### config.mk
export PLATFORM = sky130hd
export DESIGN_NAME = cfl_loader
export DESIGN_NICKNAME = d
export VERILOG_FILES = /design/src/rtl/cfl_loader.v /design/src/rtl/cfl_fifo.v
export VERILOG_INCLUDE_DIRS = /design/src /design/src/rtl
export SDC_FILE = /design/constraint.sdc
export NUM_CORES = 1
export LEC_CHECK = 0
export BUFFER_PORTS_ARGS = -buffer_cell sky130_fd_sc_hd__buf_4
export CAP_MARGIN = 20
export CORE_MARGIN = 2
export CORE_UTILIZATION = 40
export DETAILED_ROUTE_END_ITERATION = 8
export GPL_TIMING_DRIVEN = 0
export SLEW_MARGIN = 20
export SYNTH_ARGS = -nofsm -noshare
export SYNTH_HDL_FRONTEND = slang
export SYNTH_SLANG_ARGS = --single-unit
export TNS_END_PERCENT = 10
### constraint.sdc
create_clock -name i_core_clk -period 4 [get_ports i_core_clk]
set_clock_uncertainty 0.2 [all_clocks]
set_input_delay 0.4 -clock i_core_clk [delete_from_list [all_inputs] [get_ports i_core_clk]]
set_output_delay 0.4 -clock i_core_clk [all_outputs]
set_load 0.02 [all_outputs]
### src/rtl/cfl_defines.vh
// What this block does
// - Every frame ends with a four-bit check field after its data bits.
// - A frame error abandons loading, pulls the wait pin low, and waits.
// - Readback appends eleven bits of a sixteen-bit checksum to its stream.
// - Checksum is CRC-16 CCITT; appended bits are its upper eleven.
// - Base family frame and frame-count formulas from rows and columns.
// - Extended family frame and frame-count formulas from rows and columns.
// - Program data is length times count plus eight or five postamble bits.
// - Wait for supply and a bit-pair write-read test before the delay.
// - Power-up delay nominally 16 ms, ten percent longer in low voltage; CFL_DELAY_CYC always uses the longer figure.
// - Master mode (mode select bit zero low) makes the delay four times longer.
// - Wired-together wait pins stay low until the longest delay releases.
// - Power-up delay only after power application, not on reconfiguration.
// - Phases in order: clear, initialization, load, start-up.
// - After the 0010 preamble the next 24 bits are the length count.
// - Without CRC each frame check field must equal 0110.
// - With CRC a running CRC is compared with each four-bit partial check.
// - Start-up once memory full and clocks counted equal the length count.
`ifndef CFL_DEFINES_VH
`define CFL_DEFINES_VH
`define CFL_CLK_MHZ 200
`define CFL_DELAY_US 16000
`define CFL_DELAY_LV_PCT 110
`define CFL_MASTER_MULT 4
`define CFL_DELAY_CYC ((`CFL_DELAY_US * `CFL_CLK_MHZ * `CFL_DELAY_LV_PCT) / 100)
`define CFL_PREAMBLE 4'h2
`define CFL_LEN_BITS 24
`define CFL_CHK_BITS 4
`define CFL_EOF_PATTERN 4'h6
`define CFL_CRC_POLY 16'h1021
`define CFL_CRC_INIT 16'h0000
`define CFL_RB_BITS 11
`define CFL_BASE_ROW 10
`define CFL_BASE_FIX 26
`define CFL_BASE_COL 36
`define CFL_BASE_FRM_FIX 68
`define CFL_BASE_POST 8
`define CFL_EXT_ROW 13
`define CFL_EXT_FIX 39
`define CFL_EXT_COL 47
`define CFL_EXT_FRM_FIX 83
`define CFL_EXT_POST 5
`define CFL_FIFO_DEPTH 16
`define CFL_FIFO_AW 4
`endif

### src/rtl/cfl_loader.v
`timescale 1ns/1ps
`default_nettype none
`include "cfl_defines.vh"
module cfl_loader #(
   parameter [31:0] DELAY_CYC = `CFL_DELAY_CYC
) (
   // Clock and power-on reset
   input wire i_core_clk,
   input wire i_resetn,
   // Pins
   input wire i_config_clock,
   input wire i_data,
   input wire i_mode_select_bit0,
   input wire i_program_n,
   input wire i_wait_n,
   output reg o_wait_n_out,
   output reg o_wait_n_oe,
   // Status and options
   input wire i_supply_ok,
   input wire i_bit_test_ok,
   input wire i_crc_en,
   input wire i_extended,
   input wire [5:0] i_rows,
   input wire [5:0] i_cols,
   // Frame data out, one frame word per bit with marker
   output reg o_frame_valid,
   output reg o_frame_bit,
   input wire i_frame_ready,
   // Readback
   input wire i_rb_start,
   input wire i_rb_valid,
   input wire i_rb_bit,
   input wire i_rb_last,
   output reg o_rb_valid,
   output reg o_rb_bit,
   // Phase status
   output reg [2:0] o_phase,
   output reg o_error,
   output reg o_startup
);
   localparam ST_POWER = 3'h0;
   localparam ST_CLEAR = 3'h1;
   localparam ST_INIT = 3'h2;
   localparam ST_LOAD = 3'h3;
   localparam ST_START = 3'h4;
   localparam ST_ERROR = 3'h5;
   localparam LD_PRE = 2'h0;
   localparam LD_LEN = 2'h1;
   localparam LD_FRAME = 2'h2;
   localparam LD_POST = 2'h3;

   // Pin synchronisers
   reg [1:0] config_clock_s;
   reg [1:0] data_s;
   reg [1:0] m0_s;
   reg [1:0] prog_s;
   reg [1:0] wait_s;
   reg config_clock_d;
   always @(posedge i_core_clk or negedge i_resetn) begin
      if (!i_resetn) begin
         config_clock_s <= 2'h0;
         data_s <= 2'h0;
         m0_s <= 2'h3;
         prog_s <= 2'h3;
         wait_s <= 2'h0;
         config_clock_d <= 1'b0;
      end else begin
         config_clock_s <= {config_clock_s[0], i_config_clock};
         data_s <= {data_s[0], i_data};
         m0_s <= {m0_s[0], i_mode_select_bit0};
         prog_s <= {prog_s[0], i_program_n};
         wait_s <= {wait_s[0], i_wait_n};
         config_clock_d <= config_clock_s[1];
      end
   end
   wire config_clock_rise = config_clock_s[1] && !config_clock_d;
   wire din = data_s[1];

   // Frame geometry
   // Twelve bits hold the largest array either family can name
   wire [11:0] base_len = 12'd`CFL_BASE_ROW * {6'h00, i_rows} +
      12'd`CFL_BASE_FIX;
   wire [11:0] ext_len = 12'd`CFL_EXT_ROW * {6'h00, i_rows} +
      12'd`CFL_EXT_FIX;
   wire [11:0] base_cnt = 12'd`CFL_BASE_COL * {6'h00, i_cols} +
      12'd`CFL_BASE_FRM_FIX;
   wire [11:0] ext_cnt = 12'd`CFL_EXT_COL * {6'h00, i_cols} +
      12'd`CFL_EXT_FRM_FIX;
   wire [11:0] frame_len = i_extended ? ext_len : base_len;
   wire [11:0] frame_cnt = i_extended ? ext_cnt : base_cnt;
   wire [3:0] post_len = i_extended ? 4'd`CFL_EXT_POST :
      4'd`CFL_BASE_POST;

   reg [2:0] phase;
   reg [1:0] ld;
   reg [31:0] timer;
   reg clear_pass;
   reg powered;
   reg [23:0] len_count;
   reg [23:0] clk_count;
   reg [3:0] shreg;
   reg [4:0] len_bits;
   reg started;
   reg [11:0] bit_idx;
   reg [11:0] frm_idx;
   reg [3:0] chk;
   reg [15:0] crc;
   reg [3:0] post_idx;
   reg mem_full;

   // CCITT CRC step, one bit at a time
   function [15:0] crc_step;
      input [15:0] c;
      input b;
      begin
         crc_step = {c[14:0], 1'b0} ^ ((c[15] ^ b) ? `CFL_CRC_POLY : 16'h0);
      end
   endfunction

   wire [31:0] delay_goal = m0_s[1] ? DELAY_CYC :
      DELAY_CYC * `CFL_MASTER_MULT;
   wire [11:0] data_end = frame_len - 12'd`CFL_CHK_BITS;
   wire in_chk = (bit_idx >= data_end);
   wire [3:0] next_chk = {chk[2:0], din};
   // Partial check: top four bits of running CRC
   wire chk_ok = i_crc_en ? (next_chk == crc[15:12]) :
      (next_chk == `CFL_EOF_PATTERN);

   // Frame bits go through the buffer; its ready stalls bit acceptance
   wire fifo_ready;
   wire fifo_valid;
   wire fifo_bit;
   // Output word refills when empty or taken, so a pop is always seen
   wire out_free = !o_frame_valid || i_frame_ready;
   wire take = config_clock_rise && fifo_ready;
   wire push_bit = (phase == ST_LOAD) && (ld == LD_FRAME) && take &&
      (bit_idx != 12'h0) && !in_chk;

   cfl_fifo #(
      .WIDTH(1),
      .DEPTH(`CFL_FIFO_DEPTH),
      .AW(`CFL_FIFO_AW)
   ) u_fifo (
      .i_core_clk(i_core_clk),
      .i_resetn(i_resetn),
      .i_valid(push_bit),
      .i_data(din),
      .o_ready(fifo_ready),
      .o_valid(fifo_valid),
      .o_data(fifo_bit),
      .i_ready(out_free)
   );

   always @(posedge i_core_clk or negedge i_resetn) begin
      if (!i_resetn) begin
         phase <= ST_POWER;
         ld <= LD_PRE;
         timer <= 32'h0;
         clear_pass <= 1'b0;
         powered <= 1'b0;
         len_count <= 24'h0;
         clk_count <= 24'h0;
         shreg <= 4'hf;
         len_bits <= 5'h0;
         started <= 1'b0;
         bit_idx <= 12'h0;
         frm_idx <= 12'h0;
         chk <= 4'h0;
         crc <= `CFL_CRC_INIT;
         post_idx <= 4'h0;
         mem_full <= 1'b0;
      end else begin
         case (phase)
            ST_POWER: begin
               if (i_supply_ok && i_bit_test_ok) begin
                  phase <= ST_CLEAR;
                  timer <= 32'h0;
               end
            end
            ST_CLEAR: begin
               clear_pass <= ~clear_pass;
               if (!prog_s[1]) begin
                  timer <= 32'h0;
               end else if (!powered && timer < delay_goal) begin
                  timer <= timer + 32'h1;
               end else begin
                  powered <= 1'b1;
                  phase <= ST_INIT;
               end
            end
            ST_INIT: begin
               if (!prog_s[1]) begin
                  phase <= ST_CLEAR;
               end else if (wait_s[1]) begin
                  phase <= ST_LOAD;
                  ld <= LD_PRE;
                  shreg <= 4'hf;
                  clk_count <= 24'h0;
                  len_bits <= 5'h0;
                  started <= 1'b0;
                  mem_full <= 1'b0;
                  crc <= `CFL_CRC_INIT;
               end
            end
            ST_LOAD: begin
               if (!prog_s[1]) begin
                  phase <= ST_CLEAR;
               end else if (take) begin
                  clk_count <= clk_count + 24'h1;
                  case (ld)
                     LD_PRE: begin
                        shreg <= {shreg[2:0], din};
                        if ({shreg[2:0], din} == `CFL_PREAMBLE) begin
                           ld <= LD_LEN;
                           len_bits <= 5'h0;
                        end
                     end
                     LD_LEN: begin
                        len_count <= {len_count[22:0], din};
                        len_bits <= len_bits + 5'h1;
                        if (len_bits == 5'd`CFL_LEN_BITS - 5'h1) begin
                           ld <= LD_FRAME;
                           bit_idx <= 12'h0;
                           frm_idx <= 12'h0;
                           started <= 1'b0;
                        end
                     end
                     LD_FRAME: begin
                        if (bit_idx == 12'h0) begin
                           // Leading ones are fill; a zero starts the frame
                           if (!din) begin
                              bit_idx <= 12'h1;
                           end
                        end else begin
                           if (!in_chk) begin
                              crc <= crc_step(crc, din);
                           end
                           chk <= next_chk;
                           if (bit_idx == frame_len - 12'h1) begin
                              bit_idx <= 12'h0;
                              if (!chk_ok) begin
                                 phase <= ST_ERROR;
                              end else if (frm_idx == frame_cnt - 12'h1) begin
                                 ld <= LD_POST;
                                 post_idx <= 4'h0;
                              end else begin
                                 frm_idx <= frm_idx + 12'h1;
                              end
                           end else begin
                              bit_idx <= bit_idx + 12'h1;
                           end
                        end
                     end
                     LD_POST: begin
                        if (post_idx == post_len - 4'h1) begin
                           mem_full <= 1'b1;
                        end else begin
                           post_idx <= post_idx + 4'h1;
                        end
                     end
                     default: ld <= LD_PRE;
                  endcase
               end else if (mem_full && clk_count == len_count) begin
                  phase <= ST_START;
               end
            end
            ST_START: begin
               if (!prog_s[1]) begin
                  phase <= ST_CLEAR;
               end
            end
            ST_ERROR: begin
               if (!prog_s[1]) begin
                  phase <= ST_CLEAR;
               end
            end
            default: phase <= ST_POWER;
         endcase
      end
   end

   // Readback checksum: stream then upper eleven CRC bits
   reg [15:0] rb_crc;
   reg [3:0] rb_cnt;
   reg rb_tail;
   always @(posedge i_core_clk or negedge i_resetn) begin
      if (!i_resetn) begin
         rb_crc <= `CFL_CRC_INIT;
         rb_cnt <= 4'h0;
         rb_tail <= 1'b0;
         o_rb_valid <= 1'b0;
         o_rb_bit <= 1'b0;
      end else begin
         o_rb_valid <= 1'b0;
         if (i_rb_start) begin
            rb_crc <= `CFL_CRC_INIT;
            rb_tail <= 1'b0;
         end else if (rb_tail) begin
            o_rb_valid <= 1'b1;
            o_rb_bit <= rb_crc[15];
            rb_crc <= {rb_crc[14:0], 1'b0};
            if (rb_cnt == 4'd`CFL_RB_BITS - 4'h1) begin
               rb_tail <= 1'b0;
            end
            rb_cnt <= rb_cnt + 4'h1;
         end else if (i_rb_valid) begin
            o_rb_valid <= 1'b1;
            o_rb_bit <= i_rb_bit;
            rb_crc <= crc_step(rb_crc, i_rb_bit);
            if (i_rb_last) begin
               rb_tail <= 1'b1;
               rb_cnt <= 4'h0;
            end
         end
      end
   end

   // Registered outputs
   always @(posedge i_core_clk or negedge i_resetn) begin
      if (!i_resetn) begin
         o_wait_n_out <= 1'b0;
         o_wait_n_oe <= 1'b1;
         o_frame_valid <= 1'b0;
         o_frame_bit <= 1'b0;
         o_phase <= ST_POWER;
         o_error <= 1'b0;
         o_startup <= 1'b0;
      end else begin
         o_wait_n_out <= 1'b0;
         // Wire held low through clear, released for the wait, pulled on error
         o_wait_n_oe <= (phase == ST_POWER) || (phase == ST_CLEAR) ||
            (phase == ST_ERROR);
         if (out_free) begin
            o_frame_valid <= fifo_valid;
            o_frame_bit <= fifo_bit;
         end
         o_phase <= phase;
         o_error <= (phase == ST_ERROR);
         o_startup <= (phase == ST_START);
      end
   end
endmodule
`default_nettype wire

### src/rtl/cfl_fifo.v
`timescale 1ns/1ps
`default_nettype none
module cfl_fifo #(
   parameter WIDTH = 1,
   parameter DEPTH = 16,
   parameter AW = 4
) (
   // Clock and reset
   input wire i_core_clk,
   input wire i_resetn,
   // Fill side
   input wire i_valid,
   input wire [WIDTH-1:0] i_data,
   output wire o_ready,
   // Drain side
   output wire o_valid,
   output wire [WIDTH-1:0] o_data,
   input wire i_ready
);
   reg [WIDTH-1:0] mem [0:DEPTH-1];
   reg [AW-1:0] wr_ptr;
   reg [AW-1:0] rd_ptr;
   reg [AW:0] count;
   wire push;
   wire pop;
   assign o_ready = (count != DEPTH[AW:0]);
   assign o_valid = (count != {(AW+1){1'b0}});
   assign o_data = mem[rd_ptr];
   assign push = i_valid && o_ready;
   assign pop = o_valid && i_ready;
   always @(posedge i_core_clk) begin
      if (push) begin
         mem[wr_ptr] <= i_data;
      end
   end
   always @(posedge i_core_clk or negedge i_resetn) begin
      if (!i_resetn) begin
         wr_ptr <= {AW{1'b0}};
         rd_ptr <= {AW{1'b0}};
         count <= {(AW+1){1'b0}};
      end else begin
         if (push) begin
            wr_ptr <= wr_ptr + 1'b1;
         end
         if (pop) begin
            rd_ptr <= rd_ptr + 1'b1;
         end
         if (push && !pop) begin
            count <= count + 1'b1;
         end else if (pop && !push) begin
            count <= count - 1'b1;
         end
      end
   end
endmodule
`default_nettype wire

# After elaboration in Yosys (flattened, before gate mapping)
# Memory sizes are Yosys's and may differ from the RTL's. A register that Yosys moved wholly into a read port is not among the register bits.
# Index checks and enable logic that the tools add are counted.
[op_classes]
add_sub_neg = 19
n_mul = 4
div = 0
n_lt_le_gt_ge = 2
n_eq_ne = 55
shifts = 0
muxes = 106
n_bitwise = 7
n_reduce_logical = 53
[op_table]
columns = ["cell", "n"]
rows = [
  ["16-bit two-way mux", 10],
  ["24-bit two-way mux", 5],
  ["12-bit two-way mux", 9],
  ["32-bit two-way mux", 3],
  ["32-bit one-hot mux with 2 select lines", 1],
  ["3-bit two-way mux", 18],
  ["12-bit one-hot mux with 2 select lines", 2],
  ["24-bit one-hot mux with 2 select lines", 1],
  ["4-bit two-way mux", 9],
  ["5-bit two-way mux", 7],
  ["32-bit by 1-bit adder with 32-bit output, second input constant", 1],
  ["32-bit by 24-bit less-than comparator with 1-bit output", 1],
  ["16-bit one-hot mux with 2 select lines", 1],
  ["16-bit by 13-bit XOR with 16-bit output", 2],
  ["2-bit inequality test, second input constant", 15],
  ["13-bit two-way mux", 2],
  ["12-bit by 1-bit adder with 12-bit output, second input constant", 2],
  ["12-bit by 7-bit adder with 12-bit output, second input constant", 2],
  ["24-bit by 1-bit adder with 24-bit output, second input constant", 1],
  ["12-bit == test", 2],
  ["24-bit == test", 1],
  ["3-bit inequality test, second input constant", 7],
  ["4-bit by 6-bit multiplier with 10-bit output, first input constant", 2],
  ["2-bit two-way mux", 10],
  ["61 further kinds", 132],
]
[word_totals]
regBits = 196
latch_bits = 0
ramBits = 16
romBits = 0
in_bits = 28
output_inout_bits = 11
elab_cells = 280
memories = 1
[memory_table]
columns = ["memory", "words", "width", "rd", "rd_ports_with_merged_regs", "wr", "line_no", "text"]
rows = [
  ["u_fifo.mem", 16, 1, 1, 1, 1, "cfl_fifo.v:20", "reg [WIDTH-1:0] mem [0:DEPTH-1];"],
]

# Depth between registers and ports, before layout
[logic_depth]
ltp_word = 13
depth_mapped = 27
ltp_nobuf = 26

# Cells and area by module
# Synthesis repeated with hierarchy kept, for this count alone.
[unflattened]
hier_cells = 1476
hier_area_um2 = 14257.4
[modules_own_cells]
columns = ["mod", "n_inst", "cells_per_inst", "area_each_um2", "seq_area_each_um2"]
rows = [
  ["cfl_loader", 1, 1360, 12769.7, 4614.4],
  ["cfl_fifo", 1, 116, 1487.7, 805.8],
]

# Worst setup path before layout
# No wires, ideal clock.
[synth_path]
path_kind = "input to register"
from = "input port i_rows[1]"
to = "register u_fifo.count[4]"
setup_ps = 125
arrival_time_ps = 5809
t_required_ps = 3675
setup_slack_ps = -2135
stages = 24
path_buffers = 1
cell_sequence = "ha_1 -> fa_1 -> fa_1 -> ha_1 -> nand2b_1 -> o211ai_1 -> nand3_2 -> nor4b_4 -> nand2_1 -> xor2_1 -> ha_1 -> a21o_1 -> a21oi_1 -> nand4_1 -> a21oi_1 -> clkbuf_1 -> ha_1 -> inv_1 -> fa_1 -> a21o_1 -> a21oi_1 -> xnor2_1 -> nor2_1 -> xor2_1"
[synth_via]
elab_chain_len = 11
word_cells_on_any_way = 15
cone_classes = "add/sub (3); mul (2); order compare (1); mux (2); reduce/logical (7)"
[synth_lines]
columns = ["item", "line_no", "text"]
rows = [
  ["from (decl)", "cfl_loader.v:23", "input wire [5:0] i_rows,"],
  ["4-bit by 6-bit multiplier with 10-bit output / 3-bit by 6-bit multiplier with 9-bit output (equally long branches)", "cfl_loader.v:83, cfl_loader.v:81", ""],
  ["10-bit by 6-bit adder with 11-bit output (no line) / 10-bit by 5-bit adder with 11-bit output (equally long branches)", "--", ""],
  ["11-bit two-way mux (*)", "cfl_loader.v:89", "wire [11:0] frame_len = i_extended ? ext_len : base_len;"],
  ["11-bit by 3-bit subtractor with 12-bit output (no line) (*)", "--", ""],
  ["12-bit greater-or-equal comparator (*)", "cfl_loader.v:123", "wire in_chk = (bit_idx >= data_end);"],
  ["1-bit logical NOT (*)", "--", ""],
  ["1-bit logical AND (*)", "cfl_loader.v:137", "(bit_idx != 12'h0) && !in_chk;"],
  ["1-bit logical AND (*)", "cfl_fifo.v:29", "assign push = i_valid && o_ready;"],
  ["via u_fifo.push", "cfl_fifo.v:24", "wire push;"],
  ["1-bit logical NOT", "cfl_fifo.v:50", "end else if (pop && !push) begin"],
  ["1-bit logical AND", "cfl_fifo.v:50", ""],
  ["2-bit nonzero test (no line)", "--", ""],
  ["to (signal assigned)", "cfl_fifo.v:40", "count <= {(AW+1){1'b0}};"],
  ["to (signal assigned)", "cfl_fifo.v:49", "count <= count + 1'b1;"],
  ["to (signal assigned)", "cfl_fifo.v:51", "count <= count - 1'b1;"],
  ["to (decl)", "cfl_fifo.v:23", "reg [AW:0] count;"],
]
# Mark *: on every way through the listed nets, which the timed path passes. The rest lies on a longest branch.
# A chain may end at the register's enable or synchronous reset.

# Worst setup path after layout
[layout_path]
from = "input port i_rows[2]"
to = "register u_fifo.count[4]"
# The elaborated chain is that of the path after synthesis.

==> metrics.md <==
| Metric | Value |
|---|---|
| Crit path launch type | primary input |
| Final Cycle Share | 132% |
| Post-synthesis sequential area ratio | 37.8% |
| Max Freq | 0.190 GHz |
| Total CTS buffers | 23 |
| Pre-antenna DRT Iters | 5 |
| Drt wl/cell | 15.3 µm |
| Die Span X | approximately 190 µm |
| Peak supply drop | 364 µV |
| # diodes | 0 |
| CP required | 4190 ps |
| Synthesis-stage register bit count | about 210 |
| Max-slew violation count | 0 |
| Slew margin rel. | between 30 and 40% |
| Leak | about 7.6 nW |
| IO buf count | 37 |
| Status | finished with violations |
| Min-Delay Path Class | primary input to register |
| Num ports | 39 |
| Syn Nets | between 1.5k and 2k |
| DRC | 0 |
| Synthesized area | 14,300 µm² |
| Syn Area/Cell | between 9 and 10 µm² |
| Min setup slack post-route | -1270 ps |
| Vias in the first global route | 11.3k |
| Power Density | 374 nW/µm² |
| Slew @ Worst Pin | around 900 ps |
| Initial antenna violation count | 0 |
| Via count | around 11k |
| Area delta synth->final | 20.7% |
| # clock sinks | 213 |
| Top FF cell, synth | dfrtp_1 |
| Type of the worst setup path | primary input to register |
| Worst Setup End Kind | register |
| Failing checks | setup timing |
| Fin util | between 40% and 50% |
| Clock slew at reported path FFs | about 60 ps |
| DR iter-0 viols | 404 |
| Yosys cell types | 93 |
| Peak fanout along the critical path | 5 |
| Setup violators final | 74 |
| Number of flops mapped to enable cells by yosys | 16 |
| Clock Tree Root | clkbuf_16 |
| Gate Count Post-Synth | ~1.5k |
| Core Footprint | approximately 35,000 µm² |
| Nets | 1,768 |
| Die ar. | 37,400 µm² |
| Post-synth top area share | 33.0% |
| CTS tree | yes |
| Longest Clk Path Bufs | 3 |
| Vias per inst | about 5.4 |
| Yosys top cell by area | dfrtp_1 |
| Most frequent cells after synthesis | 189 x dfrtp_1, 114 x nor2_1, 113 x ha_1 |
| Ys async rst share | approximately 92% |
| Routed Antenna Nets | 0 |
| Initial Utilization | 40.5% |
| Max cap viols | 0 |
| Final WL | approximately 32,000 µm |
| WP data arrival | 5460 ps |
| Count of final hold-check violations | 0 |
| First-pass GRT wire length | 54,800 µm |
| Grt ovf | 0 |
| Worst skew pair latency | 510 ps |
| Clock period minus worst slack | 5270 ps |
| Synth Warn # | 0 |
| Area contributors post-synth | dfrtp_1 33%, ha_1 9.9%, xnor2_1 4.0% |
| Place WS | -2480 ps |
| Routability cong. | between 0.8 and 0.9 |
| Largest net degree at the start of global routing | 92 |
| Row count | roughly 70 |
| Htree depth | 1 |
| Unrepaired setup endpoints after global routing | yes |
| Layout cells sized above 1 | 18.8% |
| Count leader, synth | dfrtp_1 |
| DP HPWL | 22,900 µm |
| DIE HEIGHT | roughly 190 µm |
| Total Routing Usage GR | between 10% and 20% |
report_power, final:
part | switching (mW) | leakage [nW] | internal, mW
clock | 0.837 | 0.371 | 1.23
combinational | 1.05 | 4.55 | 1.01
sequential | 0.0926 | 2.71 | 2.26
total | 1.98 | 7.64 | 4.50
worst paths after layout:
check | start | to | slack [ps] | depth (start not counted)
worst max-delay path | i_rows[2] | u_fifo.count[4] | -1270 | 26
worst min-delay path | i_rb_start | rb_cnt[0] | 40 | 3
worst max register to register | bit_idx[0] | u_fifo.count[4] | -310 | 21
worst min register to register | data_s[0] | data_s[1] | 150 | 0
min in group asynchronous | i_resetn | timer[14] | 160 | 2
max in group asynchronous | i_resetn | shreg[2] | 2660 | 3
routing by layer:
metal  vias up  GRT usage, %  part of all wire (%)
li1       5613             -                     -
met5         -             0                     0
met2       179          28.9                    48
met1      5476          23.2                    47
met4         0          4.10                   1.7
met3        42          2.06                   3.5
timing repair:
item	CTS	global route
endpoints found under the setup margin	94	77
endpoints found under the hold margin	109	0
setup buffers	35	14
resized for setup	116	36
pin swaps	68	30
hold buffers	8	0
final cells by class:
type                    instances  area (µm²)
plain buffers                  46         250
well taps                     461         577
inverters                      92         348
repair buffers                 96         880
multi-input cells            1139        9090
clock inverters                 4        22.5
fillers                      3260       18100
clock buffers                  36         724
flip-flops and latches        213        5420
cell families after synthesis:
group / Yosys count / share of synthesized area (%)
compound gates: 314 / 14.9
xor+xnor: 132 / 8.45
fa+ha+maj: 129 / 12.1
buf+inv: 139 / 3.78
flops: 213 / 37.8
mux: 58 / 4.79
other cells: 1 / 0.0261
simple gates: 505 / 18.2
flip-flops by register name, summed over array words and instances, names as in the netlist, 2 cells and up:
name            flops
timer              32
clk_count          24
len_count          24
crc                16
rb_crc             16
u_fifo.mem         16
bit_idx            12
frm_idx            12
len_bits            5
u_fifo.count        5
post_idx            4
rb_cnt              4
u_fifo.rd_ptr       4
u_fifo.wr_ptr       4
chk                 3
o_phase             3
phase               3
shreg               3
config_clock_s      2
data_s              2
ld                  2
m0_s                2
prog_s              2
wait_s              2
cell usage in the layout (no fill, tap or decap), types with 8 or more instances in the layout:
| cell | synthesis | layout |
|---|---|---|
| dfrtp_1 | 189 | 189 |
| nor2_1 | 114 | 113 |
| nand2_1 | 112 | 108 |
| ha_1 | 113 | 95 |
| inv_1 | 89 | 84 |
| buf_4 | 3 | 72 |
| xor2_1 | 63 | 63 |
| a21oi_1 | 74 | 63 |
| nand3_1 | 65 | 63 |
| xnor2_1 | 65 | 61 |
| o21ai_0 | 66 | 48 |
| and3_1 | 45 | 44 |
| clkbuf_1 | 37 | 35 |
| mux2_2 | 34 | 32 |
| nand4_1 | 26 | 26 |
| nor3_1 | 29 | 25 |
| clkbuf_16 | 0 | 23 |
| a21o_1 | 19 | 19 |
| a31oi_1 | 22 | 19 |
| a22o_1 | 19 | 19 |
| mux2i_1 | 18 | 17 |
| nand2b_1 | 17 | 16 |
| nor4_1 | 19 | 16 |
| edfxtp_1 | 16 | 16 |
| or3_1 | 15 | 14 |
| o21ai_1 | 3 | 14 |
| fa_1 | 16 | 13 |
| ha_4 | 0 | 13 |
| nor2b_1 | 14 | 12 |
| buf_6 | 0 | 12 |
| o211ai_1 | 11 | 11 |
| clkbuf_8 | 0 | 11 |
| a21oi_2 | 2 | 10 |
| o21a_1 | 9 | 9 |
| a211o_1 | 9 | 8 |
| dlygate4sd3_1 | 0 | 8 |
| dfstp_2 | 8 | 8 |
metrics by stage:
stage	std cells	cell area (µm²)	TNS, ps	total power [mW]	hold slack, ps
6_report	2087	17300	-42670	6.48	35.5
5_1_grt	2087	17300	-56460	6.87	50.3
4_1_cts	2073	17000	-38100	6.44	24.1
3_5_place_dp	1991	15400	-117330	4.04	112
3_3_place_gp	1989	15300	-115880	3.99	133
2_1_floorplan	1491	14500	-65980	3.65	-95.6
critical path, cell delays in order:
cell and delay [ps]:
buf_12 110, ha_4 230, fa_2 350, fa_1 530
ha_4 340, and4_4 260, a32oi_4 120, a21boi_2 220
a21oi_4 80, o22ai_4 190, nand2_1 90, xor2_1 180
ha_1 290, a21o_1 200, a21oi_2 170, nand4_1 170
a21oi_4 200, clkbuf_8 150, ha_4 140, inv_4 50
fa_2 350, a21o_1 190, a21oi_2 120, xnor2_1 130
nor2_1 70, xor2_1 140
Power figures use the tool's default switching activity.
